### config.mk
export PLATFORM = sky130hd
export DESIGN_NAME = rhsp_host_port
export DESIGN_NICKNAME = d
export VERILOG_FILES = /design/src/rtl/rhsp_pkg.sv /design/src/rtl/rhsp_host_port.sv /design/src/rtl/rhsp_uart_tx.sv
export SDC_FILE = /design/constraint.sdc
export NUM_CORES = 1
export LEC_CHECK = 0
export ABC_AREA = 1
export BUFFER_PORTS_ARGS = -buffer_cell sky130_fd_sc_hd__buf_4
export CAP_MARGIN = 20
export CORE_ASPECT_RATIO = 1.4
export CORE_MARGIN = 4
export CORE_UTILIZATION = 44
export CTS_CLUSTER_SIZE = 30
export DETAILED_ROUTE_END_ITERATION = 16
export SLEW_MARGIN = 20
export SYNTH_ARGS = -nofsm -noshare
export SYNTH_HDL_FRONTEND = slang
export SYNTH_SLANG_ARGS = --single-unit
### constraint.sdc
create_clock -name core_clk -period 2.7 [get_ports core_clk]
set_input_delay 0.27 -clock core_clk [delete_from_list [all_inputs] [get_ports core_clk]]
set_output_delay 0.27 -clock core_clk [all_outputs]
set_load 0.01 [all_outputs]
### src/rtl/rhsp_pkg.sv
// Purpose: constants for the radio module host serial port
// Assumes: core_clk at 250 MHz, 8N1 framing
// Notes: baud divider and buffer depth are plain defaults
package rhsp_pkg;
  localparam int unsigned CLK_HZ = 250000000;
  localparam int unsigned BAUD_HZ = 115200;
  localparam logic [11:0] BIT_CYC = 12'(CLK_HZ / BAUD_HZ);
  localparam logic [11:0] HALF_CYC = 12'(CLK_HZ / BAUD_HZ / 2);
  localparam int unsigned BUF_DEPTH = 4;
  localparam int unsigned CAUSE_W = 8;
  localparam logic [7:0] CAUSE_RST = 8'h00;
  localparam logic [7:0] MASK_RST = 8'h00;
  localparam logic [2:0] BIT_LAST = 3'h7;
endpackage : rhsp_pkg

### src/rtl/rhsp_host_port.sv
// Purpose: host serial port of a radio module: uart, handshake and sidebands
// Assumes: rxd and cmd_sel come from pins; radio side is same-clock logic
// Notes: bytes taken from the host queue in a small buffer until the radio consumes them
module rhsp_host_port import rhsp_pkg::*; (
  // clock and reset
  input wire logic core_clk,
  input wire logic sys_rst,
  // host pins
  input wire logic rxd,
  input wire logic cmd_sel,
  output logic txd,
  output logic cts_n,
  output logic reply_marker_out,
  output logic tx_drained_flag,
  output logic fault_alert_out,
  // radio side: bytes from host
  output logic host_valid,
  output logic [7:0] host_byte,
  output logic host_is_cmd,
  input wire logic host_ready,
  // radio side: bytes to host
  input wire logic out_valid,
  input wire logic [7:0] out_byte,
  input wire logic out_is_reply,
  output logic out_ready,
  // fault causes
  input wire logic [7:0] fault_event,
  input wire logic [7:0] fault_mask,
  input wire logic fault_cause_rd,
  output logic [7:0] fault_cause_reg
);
  typedef enum logic [1:0] {RX_IDLE, RX_START, RX_DATA, RX_STOP} rhsp_rx_e;

  // pin synchronisers
  logic [1:0] rxd_sync_ff, cmd_sync_ff;
  always_ff @(posedge core_clk or posedge sys_rst) begin
    if (sys_rst) begin
      rxd_sync_ff <= 2'h3;
      cmd_sync_ff <= 2'h3;
    end else begin
      rxd_sync_ff <= {rxd_sync_ff[0], rxd};
      cmd_sync_ff <= {cmd_sync_ff[0], cmd_sel};
    end
  end
  wire logic rxd_s = rxd_sync_ff[1];
  wire logic cmd_s = cmd_sync_ff[1];

  // receiver
  rhsp_rx_e st_ff, nxt_st;
  logic [11:0] rcnt_ff, nxt_rcnt;
  logic [2:0] rbit_ff, nxt_rbit;
  logic [7:0] rsh_ff, nxt_rsh;
  logic rkind_ff, nxt_rkind;
  logic rdone;

  always_comb begin
    nxt_st = st_ff;
    nxt_rcnt = rcnt_ff;
    nxt_rbit = rbit_ff;
    nxt_rsh = rsh_ff;
    nxt_rkind = rkind_ff;
    rdone = 1'b0;
    case (st_ff)
      RX_IDLE: begin
        if (!rxd_s) begin
          nxt_st = RX_START;
          nxt_rcnt = HALF_CYC;
          nxt_rkind = cmd_s;
        end
      end
      RX_START: begin
        if (rcnt_ff != 12'h000) begin
          nxt_rcnt = rcnt_ff - 12'h001;
        end else if (rxd_s) begin
          nxt_st = RX_IDLE;
        end else begin
          nxt_st = RX_DATA;
          nxt_rcnt = BIT_CYC - 12'h001;
          nxt_rbit = 3'h0;
        end
      end
      RX_DATA: begin
        if (rcnt_ff != 12'h000) begin
          nxt_rcnt = rcnt_ff - 12'h001;
        end else begin
          nxt_rsh = {rxd_s, rsh_ff[7:1]};
          nxt_rcnt = BIT_CYC - 12'h001;
          nxt_rbit = rbit_ff + 3'h1;
          if (rbit_ff == BIT_LAST) begin
            nxt_st = RX_STOP;
          end
        end
      end
      RX_STOP: begin
        if (rcnt_ff != 12'h000) begin
          nxt_rcnt = rcnt_ff - 12'h001;
        end else begin
          nxt_st = RX_IDLE;
          rdone = rxd_s;
        end
      end
      default: nxt_st = RX_IDLE;
    endcase
  end

  always_ff @(posedge core_clk or posedge sys_rst) begin
    if (sys_rst) begin
      st_ff <= RX_IDLE;
      rcnt_ff <= 12'h000;
      rbit_ff <= 3'h0;
      rsh_ff <= 8'h00;
      rkind_ff <= 1'b0;
    end else begin
      st_ff <= nxt_st;
      rcnt_ff <= nxt_rcnt;
      rbit_ff <= nxt_rbit;
      rsh_ff <= nxt_rsh;
      rkind_ff <= nxt_rkind;
    end
  end

  // input buffer; one slot kept spare so a byte already in flight still fits
  logic [8:0] buf_mem [BUF_DEPTH];
  logic [2:0] wp_ff, nxt_wp, rp_ff, nxt_rp, cnt_ff, nxt_cnt;
  logic push, pop;

  assign push = rdone && (cnt_ff != 3'(BUF_DEPTH));
  assign pop = host_valid && host_ready;

  always_comb begin
    nxt_wp = push ? wp_ff + 3'h1 : wp_ff;
    nxt_rp = pop ? rp_ff + 3'h1 : rp_ff;
    nxt_cnt = cnt_ff + (push ? 3'h1 : 3'h0) - (pop ? 3'h1 : 3'h0);
  end

  always_ff @(posedge core_clk or posedge sys_rst) begin
    if (sys_rst) begin
      wp_ff <= 3'h0;
      rp_ff <= 3'h0;
      cnt_ff <= 3'h0;
    end else begin
      wp_ff <= nxt_wp;
      rp_ff <= nxt_rp;
      cnt_ff <= nxt_cnt;
    end
  end

  always_ff @(posedge core_clk) begin
    if (push) begin
      buf_mem[wp_ff[1:0]] <= {rkind_ff, rsh_ff};
    end
  end

  assign host_valid = (cnt_ff != 3'h0);
  assign host_byte = buf_mem[rp_ff[1:0]][7:0];
  assign host_is_cmd = !buf_mem[rp_ff[1:0]][8];

  // sideband flags
  logic cts_n_ff, nxt_cts_n, drained_ff, nxt_drained;
  logic marker_ff, nxt_marker;
  logic [7:0] cause_ff, nxt_cause;
  logic alert_ff, nxt_alert;
  logic tx_start, tx_ready;

  assign tx_start = out_valid && tx_ready;
  assign out_ready = tx_ready;

  always_comb begin
    nxt_cts_n = (nxt_cnt >= 3'(BUF_DEPTH - 1));
    nxt_drained = (nxt_cnt == 3'h0);
    nxt_marker = tx_start ? !out_is_reply : marker_ff;
    // set wins over the read clear
    nxt_cause = (fault_cause_rd ? 8'h00 : cause_ff) | fault_event;
    nxt_alert = (|(fault_event & fault_mask)) || (alert_ff && !fault_cause_rd);
  end

  always_ff @(posedge core_clk or posedge sys_rst) begin
    if (sys_rst) begin
      cts_n_ff <= 1'b1;
      drained_ff <= 1'b1;
      marker_ff <= 1'b1;
      cause_ff <= CAUSE_RST;
      alert_ff <= 1'b0;
    end else begin
      cts_n_ff <= nxt_cts_n;
      drained_ff <= nxt_drained;
      marker_ff <= nxt_marker;
      cause_ff <= nxt_cause;
      alert_ff <= nxt_alert;
    end
  end

  assign cts_n = cts_n_ff;
  assign tx_drained_flag = drained_ff;
  assign reply_marker_out = marker_ff;
  assign fault_alert_out = alert_ff;
  assign fault_cause_reg = cause_ff;

  rhsp_uart_tx u_tx (
    .core_clk(core_clk),
    .sys_rst(sys_rst),
    .start(tx_start),
    .data(out_byte),
    .ready(tx_ready),
    .txd(txd)
  );

  // checks
  property p_cts_full;
    @(posedge core_clk) disable iff (sys_rst) (cnt_ff >= 3'(BUF_DEPTH - 1)) |-> cts_n;
  endproperty
  a_cts_full: assert property (p_cts_full) else $error("cts not high near full");

  property p_drained;
    @(posedge core_clk) disable iff (sys_rst) tx_drained_flag == (cnt_ff == 3'h0);
  endproperty
  a_drained: assert property (p_drained) else $error("drained flag wrong");

  property p_alert_set;
    @(posedge core_clk) disable iff (sys_rst) |(fault_event & fault_mask) |=> fault_alert_out;
  endproperty
  a_alert_set: assert property (p_alert_set) else $error("alert missed");

  property p_alert_masked;
    @(posedge core_clk) disable iff (sys_rst)
      (!fault_alert_out && !(|(fault_event & fault_mask))) |=> !fault_alert_out;
  endproperty
  a_alert_masked: assert property (p_alert_masked) else $error("alert from masked cause");

  property p_alert_clr;
    @(posedge core_clk) disable iff (sys_rst)
      (fault_cause_rd && !(|(fault_event & fault_mask))) |=> !fault_alert_out;
  endproperty
  a_alert_clr: assert property (p_alert_clr) else $error("alert not cleared by read");

  property p_marker;
    @(posedge core_clk) disable iff (sys_rst) tx_start |=> reply_marker_out == !$past(out_is_reply);
  endproperty
  a_marker: assert property (p_marker) else $error("reply marker wrong");

  property p_tx_start_bit;
    @(posedge core_clk) disable iff (sys_rst) tx_start |=> !txd [*8];
  endproperty
  a_tx_start_bit: assert property (p_tx_start_bit) else $error("start bit missing");

  property p_push_kind;
    @(posedge core_clk) disable iff (sys_rst)
      (push && cnt_ff == 3'h0 && !pop) |=> host_is_cmd == !$past(rkind_ff);
  endproperty
  a_push_kind: assert property (p_push_kind) else $error("frame kind lost");

  property p_rx_push;
    @(posedge core_clk) disable iff (sys_rst) (rdone && cnt_ff == 3'h0) |=> host_valid;
  endproperty
  a_rx_push: assert property (p_rx_push) else $error("received byte dropped");

  c_rx_byte: cover property (@(posedge core_clk) disable iff (sys_rst) push);
  c_tx_reply: cover property (@(posedge core_clk) disable iff (sys_rst) tx_start && out_is_reply);
  c_alert_clear: cover property (@(posedge core_clk) disable iff (sys_rst) fault_alert_out ##1 !fault_alert_out);
endmodule : rhsp_host_port

### src/rtl/rhsp_uart_tx.sv
// Purpose: 8N1 serializer for the transmit line
// Assumes: byte held stable while start is high
// Notes: ready is high whenever idle
module rhsp_uart_tx import rhsp_pkg::*; (
  // clock and reset
  input wire logic core_clk,
  input wire logic sys_rst,
  // byte side
  input wire logic start,
  input wire logic [7:0] data,
  output logic ready,
  // line
  output logic txd
);
  logic [11:0] cnt_ff, nxt_cnt;
  logic [3:0] idx_ff, nxt_idx;
  logic [9:0] sh_ff, nxt_sh;
  logic busy_ff, nxt_busy;

  always_comb begin
    nxt_cnt = cnt_ff;
    nxt_idx = idx_ff;
    nxt_sh = sh_ff;
    nxt_busy = busy_ff;
    if (!busy_ff) begin
      if (start) begin
        nxt_sh = {1'b1, data, 1'b0};
        nxt_busy = 1'b1;
        nxt_cnt = BIT_CYC - 12'h001;
        nxt_idx = 4'h0;
      end
    end else if (cnt_ff != 12'h000) begin
      nxt_cnt = cnt_ff - 12'h001;
    end else if (idx_ff == 4'h9) begin
      nxt_busy = 1'b0;
    end else begin
      nxt_sh = {1'b1, sh_ff[9:1]};
      nxt_idx = idx_ff + 4'h1;
      nxt_cnt = BIT_CYC - 12'h001;
    end
  end

  always_ff @(posedge core_clk or posedge sys_rst) begin
    if (sys_rst) begin
      cnt_ff <= 12'h000;
      idx_ff <= 4'h0;
      sh_ff <= 10'h3ff;
      busy_ff <= 1'b0;
    end else begin
      cnt_ff <= nxt_cnt;
      idx_ff <= nxt_idx;
      sh_ff <= nxt_sh;
      busy_ff <= nxt_busy;
    end
  end

  assign ready = !busy_ff;
  assign txd = busy_ff ? sh_ff[0] : 1'b1;
endmodule : rhsp_uart_tx

==> summary.md, run 1 <==
The run finished with clean final reports. The top cell type by total area after synthesis was sky130_fd_sc_hd__dfrtp_1. The first global-routing pass estimated 18,600 um of wire. Counting every net in the synthesized netlist gives 653. Yosys attributes the largest share of cell area to sky130_fd_sc_hd__dfrtp_1 27%, sky130_fd_sc_hd__edfxtp_1 20%, sky130_fd_sc_hd__nand2_1 11%. For the count of antenna diodes in the layout, the log shows 0. Setup violations remaining at the end of the flow were counted as 0. The library cell with the highest instance count after synthesis was sky130_fd_sc_hd__nand2_1.

After detailed routing, the average wire length per cell comes to 13.29 um. The cell with the largest stage delay on the worst path is sky130_fd_sc_hd__dfrtp_1. For the final max-slew violation count, the log shows 0. The net load switching power came out at 0.001431 W. The slew at the pin closest to its max-slew limit is 756.1 ps. The via count of the first global-routing pass was 4,056. STA puts the critical path data required time at 2990 ps. For the power share of the sequential group, the log shows 46.8%. The clock latency at the later pin of the worst-skew pair is 350 ps.

The half-perimeter wire length of the detailed placement result is 7755 um. Clock-pin slew was measured on the worst setup and hold paths at 70 ps. The final hold violation count is 0, and the number of nets in the finished design is 717. Number of synthesized flops with an enable pin: 36. By count the netlist is led by 154 x sky130_fd_sc_hd__nand2_1, 65 x sky130_fd_sc_hd__nor2_1, 62 x sky130_fd_sc_hd__inv_1. Measured against its own limit, the worst slew margin works out to 49.47%.

TritonCTS built the clock tree. Summed over its instances, the top area cell type makes up 27.28% of the synthesized netlist area. Prior to clock tree synthesis, the placed netlist has a worst setup slack of 103.8 ps. Entering global routing, the biggest net connects 53 pins. The cell count after placement came out at 799. The overall routing resource usage is 16.23%. Worst hold path class: in -> reg. For this design the static power due to leakage is 2.953 nW.

The detail route stage leaves a number of antenna-violating nets equal to 0. The element type at the critical path start is a flip-flop. The die height is 139.2 um, and the worst path arrival time is 2880 ps. The logs give 2 for the buffer depth of the longest clock path and 385.7 MHz for the highest clock frequency the design can meet. The initial core utilization was 45.34%; the async set or reset register ratio after synthesis was 67.57%.

In the finished design, the share of the clock period the worst path needs comes to 96.02%. The total clock buffers created by CTS was 9. The signal on the critical path passes through nor2_2 -> nand2_1 -> nor2_4 -> nand2_2 -> inv_2 -> nand2_2 -> ha_1 -> inv_1 -> ha_1 -> fa_1 -> xnor2_2 -> xor2_1 -> a21o_1. The share of the yosys chip area belonging to registers was 55.02%; the mean number of vias per cell was 4.993.

The cell row count is 47. The tools report the sum of overflow across all layers after global routing as 0. The total number of H-tree levels was 3. The tools report the routed wire length as 10,860 um. VDD sags by at most 0.3563 mV. The average instance area after synthesis is 9.006 um2, and the largest stage delay on the critical path is 430 ps. Counting every instance in the synthesized netlist gives 601.

The switching part of the total power came out at 31.78%. The synthesized netlist contains 40 unique library cells. The register with the most flip-flops in the layout has 36 of them. The share of cells above drive strength 1 is 19.10%, and the power per unit of standard cell area is 711.0 nW/um2. The run gives 0 as the synthesis warning total. Number of clock sinks: 111.

Fill cells in the final layout number 1,127. The area growth from synthesis to final layout is 17.01%. The clock arrives with 7.743 ps of skew. After synthesis the cells add up to 5413 um2.

For this run, the leading register cell type out of synthesis is sky130_fd_sc_hd__dfrtp_1. The tools report the cell at the root of the clock tree as sky130_fd_sc_hd__clkbuf_16. The width of the chip is 101.7 um. In this run the worst path has a maximum fanout of 4. The tool flagged a number of max-cap violations equal to 0. The initial antenna violation count is 0. The logs give 56 for the count of boundary I/O pins and 4 for the number of search-and-repair iterations in the first detailed-routing pass.

The via count of the routed design is 4,079. The floorplan step defined a die boundary enclosing 14,170 um2. The smallest clock period supported by the final layout is computed as 2592 ps. The type of element capturing the critical path is a flip-flop. At the end of routability-driven placement, the weighted congestion stood at 0.9308. The tools report the design internal power as 0.003072 W. The final critical-path setup slack came out at 107.5 ps. The critical path start-end classification was reg -> reg. The number of buffers added on ports came out at 55. The run gives 27.7% as the clock network fraction of total power. The core region is 11,940 um2. The number of DRC violations after detailed routing came out at 0. The non-filler instance count after layout was 817; the part of the total power dissipated in combinational logic was 25.4%.

For this block, the initial DRC count from the detailed router was 215. Counting flops and latches in the post-synthesis netlist gives 111.
==> cell usage in the layout (no fill, tap or decap), types with 2 or more instances in the layout <==
cell type,instances
sky130_fd_sc_hd__a21oi_1,7
sky130_fd_sc_hd__o22ai_1,8
sky130_fd_sc_hd__nand2_2,4
sky130_fd_sc_hd__nand3b_1,2
sky130_fd_sc_hd__inv_1,60
sky130_fd_sc_hd__nand3_2,2
sky130_fd_sc_hd__nand3_1,37
sky130_fd_sc_hd__or2_2,5
sky130_fd_sc_hd__nor2_1,65
sky130_fd_sc_hd__ha_1,19
sky130_fd_sc_hd__clkbuf_16,9
sky130_fd_sc_hd__edfxtp_1,36
sky130_fd_sc_hd__nand4_1,14
sky130_fd_sc_hd__o21ai_1,14
sky130_fd_sc_hd__dfstp_2,16
sky130_fd_sc_hd__o21a_1,2
sky130_fd_sc_hd__nand2_1,154
sky130_fd_sc_hd__clkinv_4,2
sky130_fd_sc_hd__o21ai_0,32
sky130_fd_sc_hd__xor2_1,10
sky130_fd_sc_hd__a31oi_1,4
sky130_fd_sc_hd__buf_4,64
sky130_fd_sc_hd__inv_6,2
sky130_fd_sc_hd__nor2_2,5
sky130_fd_sc_hd__o21ai_2,3
sky130_fd_sc_hd__o21bai_1,8
sky130_fd_sc_hd__nor3_1,2
sky130_fd_sc_hd__inv_2,9
sky130_fd_sc_hd__dfrtp_1,59
==> power by group through the flow <==
stage                     combinational [W]  clock [W]  sequential (W)
after floorplan                    0.000764          0         0.00210
after global placement              0.00112          0         0.00214
after detailed placement            0.00115          0         0.00214
after CTS                           0.00115    0.00130         0.00211
after global routing                0.00130    0.00137         0.00214
final                               0.00115    0.00125         0.00211
==> through the flow <==
stage	total power (W)	instance area (um2)	utilization [%]	setup TNS (ps)	hold WS, ps
final	0.004503	6334	53.06	0	29.01
after global routing	0.004808	6334	53.06	-25.73	12.92
after CTS	0.004560	6319	52.93	0	14.83
after detailed placement	0.003283	6026	50.48	0	346.8
after global placement	0.003252	6026	50.48	0	348.3
after floorplan	0.002867	5413	-	0	274.5
==> cell type report <==
| type | count | area (um2) | share of cell area [%] |
|---|---|---|---|
| repair buffers | 66 | 510.5 | 8.060 |
| inverters | 69 | 259.0 | 4.089 |
| multi-input cells | 408 | 2120 | 33.47 |
| well taps | 147 | 183.9 | 2.904 |
| clock inverters | 6 | 53.80 | 0.8495 |
| clock buffers | 10 | 229.0 | 3.615 |
| flip-flops and latches | 111 | 2978 | 47.02 |
==> critical path: cells and delay by family, from the launching register on <==
kind	cells	cell delay, ps
buffers and inverters	2	120
AO/OA/AOI/OAI	1	120
flip-flops	1	430
XOR/XNOR	2	420
AND/OR/NAND/NOR	5	580
adder cells (fa/ha/maj)	3	870
==> repair_timing <==
| item | 4_1_cts | 5_1_grt |
|---|---|---|
| hold endpoints to repair | 19 | 0 |
| gates resized for setup | 0 | 2 |
| endpoints found under the setup margin | 0 | 3 |
| setup buffers | 0 | 1 |
| hold buffers | 1 | 0 |
==> path summary, 6_finish.rpt <==
kind,startpoint,end,slack [ps],cells past startpoint
worst min-delay path,cmd_sel,cmd_sync_ff[0],30,1
min in group asynchronous,sys_rst,fault_cause_reg[6],530,3
worst max register to register,rcnt_ff[8],cts_n,110,13
worst max-delay path,rcnt_ff[8],cts_n,110,13
max in group asynchronous,sys_rst,u_tx.sh_ff[6],1470,4
worst min register to register,cmd_sync_ff[0],cmd_sync_ff[1],360,0
==> cell families after synthesis <==
family	synth area share [%]
DFF	55.02
adders and majority gates	4.762
AOI/OAI and AO/OA	8.946
buffers and inverters	5.964
and+or+nand+nor	23.53
xor gates and xnor gates	1.780
==> layer usage <==
layer	share of wire, %	global-route usage [%]
met5	0	0
met4	1.6	5.882
met3	4.3	3.355
met2	52	27.93
met1	42	19.84
Power figures use the tool's default switching activity.
==> inputs of run 2 (changes only) <==
Settings changed: HOLD_SLACK_MARGIN from default to 0.06.
==> summary.md, run 2 (synthesis gave the netlist of run 1 again) <==
In the layout the commonest cells are 154 x sky130_fd_sc_hd__nand2_1, 65 x sky130_fd_sc_hd__nor2_1, 64 x sky130_fd_sc_hd__buf_4. The logs give 11,940 um2 (unchanged) for the floorplan core area and 0 (unchanged) for the final hold violation count. The critical path goes through nor2_2 -> nand2_1 -> nor2_4 -> nand2_2 -> inv_2 -> nand2_2 -> ha_1 -> inv_1 -> ha_1 -> fa_1 -> xnor2_2 -> xor2_1 -> a21o_1. The largest stage delay on the critical path is 430 ps (about the same), and the cell count after placement is 799 (unchanged).

The tightest min-delay check is of the in -> reg type. The number of buffers added on ports works out to 55 (unchanged). The tools report the type of element capturing the critical path as a flip-flop.

Total negative setup slack: 0 ps (unchanged). The element type at the critical path start was a flip-flop. The data required time of the worst path is 2990 ps (about the same), and the relative slew slack is 48.20% (-1.3 points).

The power per unit of standard cell area is 709.5 nW/um2 (-0.22%), and the clock latency at the later pin of the worst-skew pair is 350 ps (about the same). The tools report the final max-slew violation count as 0 (unchanged). The run gives 10,900 um (+0.36%) as the routed wire length.

The final critical-path setup slack was 107.9 ps (+0.4120 ps). For the initial core utilization, the log shows 45.34% (unchanged). The logs give 111 (unchanged) for the number of clock sinks and 0 (unchanged) for the number of max-cap violations. The sum of overflow across all layers after global routing came out at 0 (unchanged).

The die area came out at 14,170 um2 (unchanged). The post-route minimum period came out at 2592 ps (-0.4120 ps). The run gives 0.3565 mV (about the same) as the worst voltage drop across the vdd grid.

The die height is 139.2 um (unchanged), and the cell row count is 47 (unchanged). The tools report the highest clock frequency the design can meet as 385.8 MHz (about the same). The number of flip-flops under the largest register name came out at 36 (unchanged).

Tightest hold margin: 80.65 ps (+51.64 ps). The slowest stage of the critical path is the sky130_fd_sc_hd__dfrtp_1 cell. The tools report the initial DRC count as 206 (-4.2%). The buffer depth of the longest clock path is 2 (unchanged), and the total clock buffers created by CTS is 9 (unchanged). The run gives 46.8% (about the same) as the power share of the sequential group.

TritonCTS built the clock tree. The setup-violating endpoint count in the final report was 0 (unchanged); the routed wire length per instance was 13.30 um (+0.11%). The tools report the post-route clock skew as 7.780 ps (+0.03653 ps).

The post-placement setup slack was 103.8 ps (unchanged); the mean number of vias per cell was 5.012 (+0.39%). The switching part of the total power came out at 31.80% (about the same). The logs give 4,056 (unchanged) for the via count of the first global-routing pass and 0.003074 W (about the same) for the design internal power. The count of antenna diodes in the layout is 0 (unchanged), and the slew at the pin closest to its max-slew limit is 775.1 ps (+18.93 ps). The worst path arrival time is 2880 ps (about the same). The first-pass GRT wire length came out at 18,620 um (about the same). The cell at the root of the clock tree was sky130_fd_sc_hd__clkbuf_16. The run finished with clean final reports. The tools report the non-filler instance count after layout as 819 (+0.24%). The count of boundary I/O pins was 56 (unchanged). The leakage power is 2.961 nW (+0.28%), and the overall routing resource usage is 16.24% (about the same). The tools report the initial antenna violation count as 0 (unchanged).

The commonest non-fill, non-tap cell in the layout is sky130_fd_sc_hd__nand2_1. The pin count of the biggest net entering global routing was 53 (unchanged); the part of the total power dissipated in combinational logic was 25.5% (about the same). Width of the chip: 101.7 um (unchanged). The logs give 53.22% (+0.17 points) for the share of the core filled with cells and 0.001434 W (+0.18%) for the net load switching power. The share of cells above drive strength 1 was 19.05% (-0.057 points).

Compared with the post-synthesis result, the final layout area differs by 17.38%. The tools report the number of search-and-repair iterations in the first detailed-routing pass as 4 (unchanged). Critical path start-end classification: reg -> reg.

For the clock network fraction of total power, the log shows 27.7% (about the same). The number of DRC violations after detailed routing was 0 (unchanged). For the number of nets in the finished design, the log shows 719 (+0.28%). For the routability congestion estimate, the log shows 0.9308 (unchanged). The maximum fanout count along the critical path works out to 4 (unchanged). Via count of the routed design: 4,105 (+0.64%).

The count of buffering cells on the critical path with inverters included was 2 (unchanged). The tools report the total number of H-tree levels as 3 (unchanged). The antenna violation net count after detailed routing was 0 (unchanged).

The ratio of final minimum period to clock period was 96.00% (about the same); the half-perimeter wire length of the detailed placement result was 7755 um (unchanged). Largest delay contributor family on the critical path: adder cells. The clock input transition at the sequential cells of the worst setup and hold paths is 80 ps (about the same).
-- run 2: cell count changes in the layout (fill, tap and decap cells not counted), sizes merged --
cell and delta:
dlygate4sd3 +2
-- run 2: per-stage QoR --
stage	instance area (um2)	power (W)
3_3_place_gp	6026	0.003252
4_1_cts	6339	0.004563
2_1_floorplan	5413	0.002867
3_5_place_dp	6026	0.003283
6_report	6354	0.004508
5_1_grt	6354	0.004810
-- run 2: final timing paths --
check                               start  slack, ps                  to  cells after the start
max                            rcnt_ff[8]        110               cts_n                     13
min in group asynchronous         sys_rst        530  fault_cause_reg[6]                      3
max reg2reg                    rcnt_ff[8]        110               cts_n                     13
min reg2reg                cmd_sync_ff[0]        360      cmd_sync_ff[1]                      0
max in group asynchronous         sys_rst       1470    reply_marker_out                      4
min                          out_is_reply         80    reply_marker_out                      2
-- run 2: routing by layer --
| layer | vias to the layer above | share of wire (%) | global-route usage, % |
|---|---|---|---|
| met5 | - | 0 | 0 |
| met4 | 0 | 1.6 | 5.882 |
| met3 | 14 | 4.2 | 3.305 |
| met2 | 72 | 52 | 27.97 |
| met1 | 1919 | 43 | 19.87 |
| li1 | 2100 | - | - |
-- run 2: what timing repair did --
item                                    4_1_cts  5_1_grt
hold buffers                                  3        0
endpoints found under the setup margin        0        3
resized for setup                             0        2
hold endpoints to repair                     21        0
setup buffers                                 0        1
-- run 2: layout make-up --
| type | instances | area (um2) |
|---|---|---|
| clock inverter | 6 | 53.80 |
| timing repair buffer | 68 | 530.5 |
| fill | 1122 | 5584 |
| clock buffer | 10 | 229.0 |
| multi-input combinational | 408 | 2120 |
| tap | 147 | 183.9 |
| sequential | 111 | 2978 |
| inverter | 69 | 259.0 |
-- run 2: power groups by stage --
| stage | combinational (W) | sequential (W) | clock [W] |
|---|---|---|---|
| floorplan | 0.000764 | 0.00210 | 0 |
| detailed placement | 0.00115 | 0.00214 | 0 |
| global placement | 0.00112 | 0.00214 | 0 |
| global route | 0.00131 | 0.00214 | 0.00137 |
| CTS | 0.00115 | 0.00211 | 0.00130 |
| finish | 0.00115 | 0.00211 | 0.00125 |
==> inputs of run 3 (changes only) <==
Settings changed: BUFFER_PORTS_ARGS -buffer_cell sky130_fd_sc_hd__buf_4 to -buffer_cell sky130_fd_sc_hd__buf_2.
==> summary.md, run 3 (synthesis gave the netlist of run 1 again) <==
Routed wire length: 10,870 um (-0.26%). Setup repair after global routing left no endpoint under its margin. The clock input transition at the sequential cells of the worst setup and hold paths was 80 ps (about the same); the final max-slew violation count was 0 (unchanged). The via count of the first global-routing pass was 4,024 (-0.79%); the slew at the pin closest to its max-slew limit was 768.2 ps (-6.833 ps). The antenna violation net count after detailed routing was 0 (unchanged).

The initial antenna violation count was 0 (unchanged); the ratio of final minimum period to clock period was 94.04% (-2.0 points). The total negative setup slack was 0 ps (unchanged). The overall routing resource usage came out at 16.20% (-0.038 points). Count of boundary I/O pins: 56 (unchanged). The type of element capturing the critical path was a flip-flop. For the finished layout cell area, the log shows 6231 um2 (-1.9%).

The cell row count is 47 (unchanged). The power per unit of standard cell area came out at 714.0 nW/um2 (+0.64%). The initial DRC count was 152 (-26%); the data required time of the worst path was 2990 ps (about the same). The via count of the routed design came out at 4,143 (+0.93%).

The routed wire length per instance works out to 13.25 um (-0.38%). The width of the chip was 101.7 um (unchanged); the standard cell area after detailed placement was 5888 um2 (-2.3%). The terminating pin of the worst hold path was reply_marker_out. The mean number of vias per cell works out to 5.052 (+0.80%). The path depth of the worst reg2reg path is 14 (+1). Number of DRC violations after detailed routing: 0 (unchanged). The pin count of the biggest net entering global routing is 53 (unchanged), and the post-route clock skew is 8.144 ps (+0.3637 ps).

Sum of overflow across all layers after global routing: 0 (unchanged). Final hold violation count: 0 (unchanged). The die height is 139.2 um (unchanged), and the cell count after placement is 799 (unchanged). The total power of the final layout came out at 0.004449 W (-1.3%).

The area growth from synthesis to final layout came out at 15.12%. In the layout the commonest cells are 154 x sky130_fd_sc_hd__nand2_1, 64 x sky130_fd_sc_hd__nor2_1, 61 x sky130_fd_sc_hd__inv_1. The run gives 52.20% (-1.0 points) as the share of the core filled with cells. The critical path start-end classification was reg -> reg. The number of buffers added on ports came out at 55 (unchanged).

The endpoint identified for the worst register-to-register timing path is cts_n. Non-filler instance count after layout: 820 (+0.12%). The logs give 393.8 MHz (+2.1%) for the highest clock frequency the design can meet and 2 (unchanged) for the buffer depth of the longest clock path.

The number of max-cap violations is 0 (unchanged). The floorplan core area is 11,940 um2 (unchanged). Commonest non-fill, non-tap cell in the layout: sky130_fd_sc_hd__nand2_1. The startpoint identified for the worst hold timing path is out_valid.

The flow ran to the end, and the final reports show no timing, DRC or antenna violations. The share of cells above drive strength 1 was 19.17% (+0.12 points). The number of search-and-repair iterations in the first detailed-routing pass is 4 (unchanged), and the worst voltage drop across the vdd grid is 0.3275 mV (-8.2%).

The setup-violating endpoint count in the final report came out at 0 (unchanged). For the clock latency at the later pin of the worst-skew pair, the log shows 350 ps (about the same). Number of flip-flops under the largest register name: 36 (unchanged). The half-perimeter wire length of the detailed placement result was 7638 um (-1.5%). The run gives 9 (unchanged) as the total clock buffers created by CTS.

The worst path arrival time is 2830 ps (-50 ps). The die area is 14,170 um2 (unchanged). Number of nets in the finished design: 720 (+0.14%).

Critical register-to-register path startpoint: rcnt_ff[0]. The maximum fanout count along the critical path was 4 (unchanged); the post-route minimum period was 2539 ps (-52.87 ps). The run gives 48.66% (+0.46 points) as the relative slew slack.

The slack of the worst reg-to-reg path was 160 ps (+50 ps). The logs give 1,136 (+1.2%) for the count of filler cells inserted in the layout and 45.34% (unchanged) for the initial core utilization. CTS placed an instance of sky130_fd_sc_hd__clkbuf_16 at the clock tree root.

The tools report the count of antenna diodes in the layout as 0 (unchanged). TritonCTS built the clock tree. The element type at the critical path start was a flip-flop. The worst hold path stage count came out at 2 (unchanged). Leakage power: 2.915 nW (-1.6%). The worst hold path class is in -> reg.

The routability congestion estimate is 0.8906 (-4.3%), and the total number of H-tree levels is 3 (unchanged). The logs give 111 (unchanged) for the number of clock sinks and 18,620 um (about the same) for the first-pass GRT wire length.
## run 3: layout make-up
class | instances | area (um2) | share of cell area [%]
sequential | 111 | 2979 | 47.81
multi-input combinational | 408 | 2120 | 34.02
timing repair buffer | 69 | 402.9 | 6.466
inverter | 69 | 259.0 | 4.157
clock buffer | 9 | 225.2 | 3.614
tap | 147 | 183.9 | 2.952
clock inverter | 7 | 61.31 | 0.9839
## run 3: where the power goes
part | internal (W) | switching, W | total (W)
registers | 0.00194 | 0.000166 | 0.00211
clock network | 0.000648 | 0.000630 | 0.00128
logic | 0.000414 | 0.000651 | 0.00106
total | 0.00300 | 0.00145 | 0.00445
## run 3: repair_timing
action	CTS	global route
setup endpoints to repair	0	2
buffers inserted	0	1
endpoints found under the hold margin	22	0
gates resized for setup	0	3
hold buffers	4	0
## run 3: metal layers
layer / track usage [%] / part of all wire, %
met5: 0 / 0
met4: 5.042 / 1.9
met3: 3.956 / 4.0
met2: 27.48 / 50
met1: 20.18 / 44
## run 3: how the worst max path moves through the flow
stage,start,end,slack (ps),depth (start not counted)
after floorplan,rcnt_ff[0],cts_n,190,14
after global placement,rcnt_ff[0],cts_n,190,14
after detailed placement,rcnt_ff[0],cts_n,90,14
after CTS,rcnt_ff[0],cts_n,70,14
after global routing,rcnt_ff[0],cts_n,9,14
final,rcnt_ff[0],cts_n,160,14
## run 3: critical path, stage by stage, from the launching register on
cell and delay, ps:
sky130_fd_sc_hd__dfrtp_1 370, sky130_fd_sc_hd__inv_1 110, sky130_fd_sc_hd__ha_1 150, sky130_fd_sc_hd__nand2_1 80, sky130_fd_sc_hd__nor2_4 130, sky130_fd_sc_hd__nand2_2 70
sky130_fd_sc_hd__inv_2 80, sky130_fd_sc_hd__nand2_2 50, sky130_fd_sc_hd__ha_1 280, sky130_fd_sc_hd__inv_1 40, sky130_fd_sc_hd__ha_1 180, sky130_fd_sc_hd__fa_1 380
sky130_fd_sc_hd__xnor2_1 190, sky130_fd_sc_hd__xor2_1 260, sky130_fd_sc_hd__a21o_1 120
## run 3: stage by stage
stage | setup WS, ps | hold WS [ps]
floorplan | 191.8 | 274.5
detailed placement | 94.41 | 347.2
global route | 9.124 | 92.83
CTS | 71.62 | 90.99
global placement | 192.3 | 345.3
finish | 160.8 | 98.60
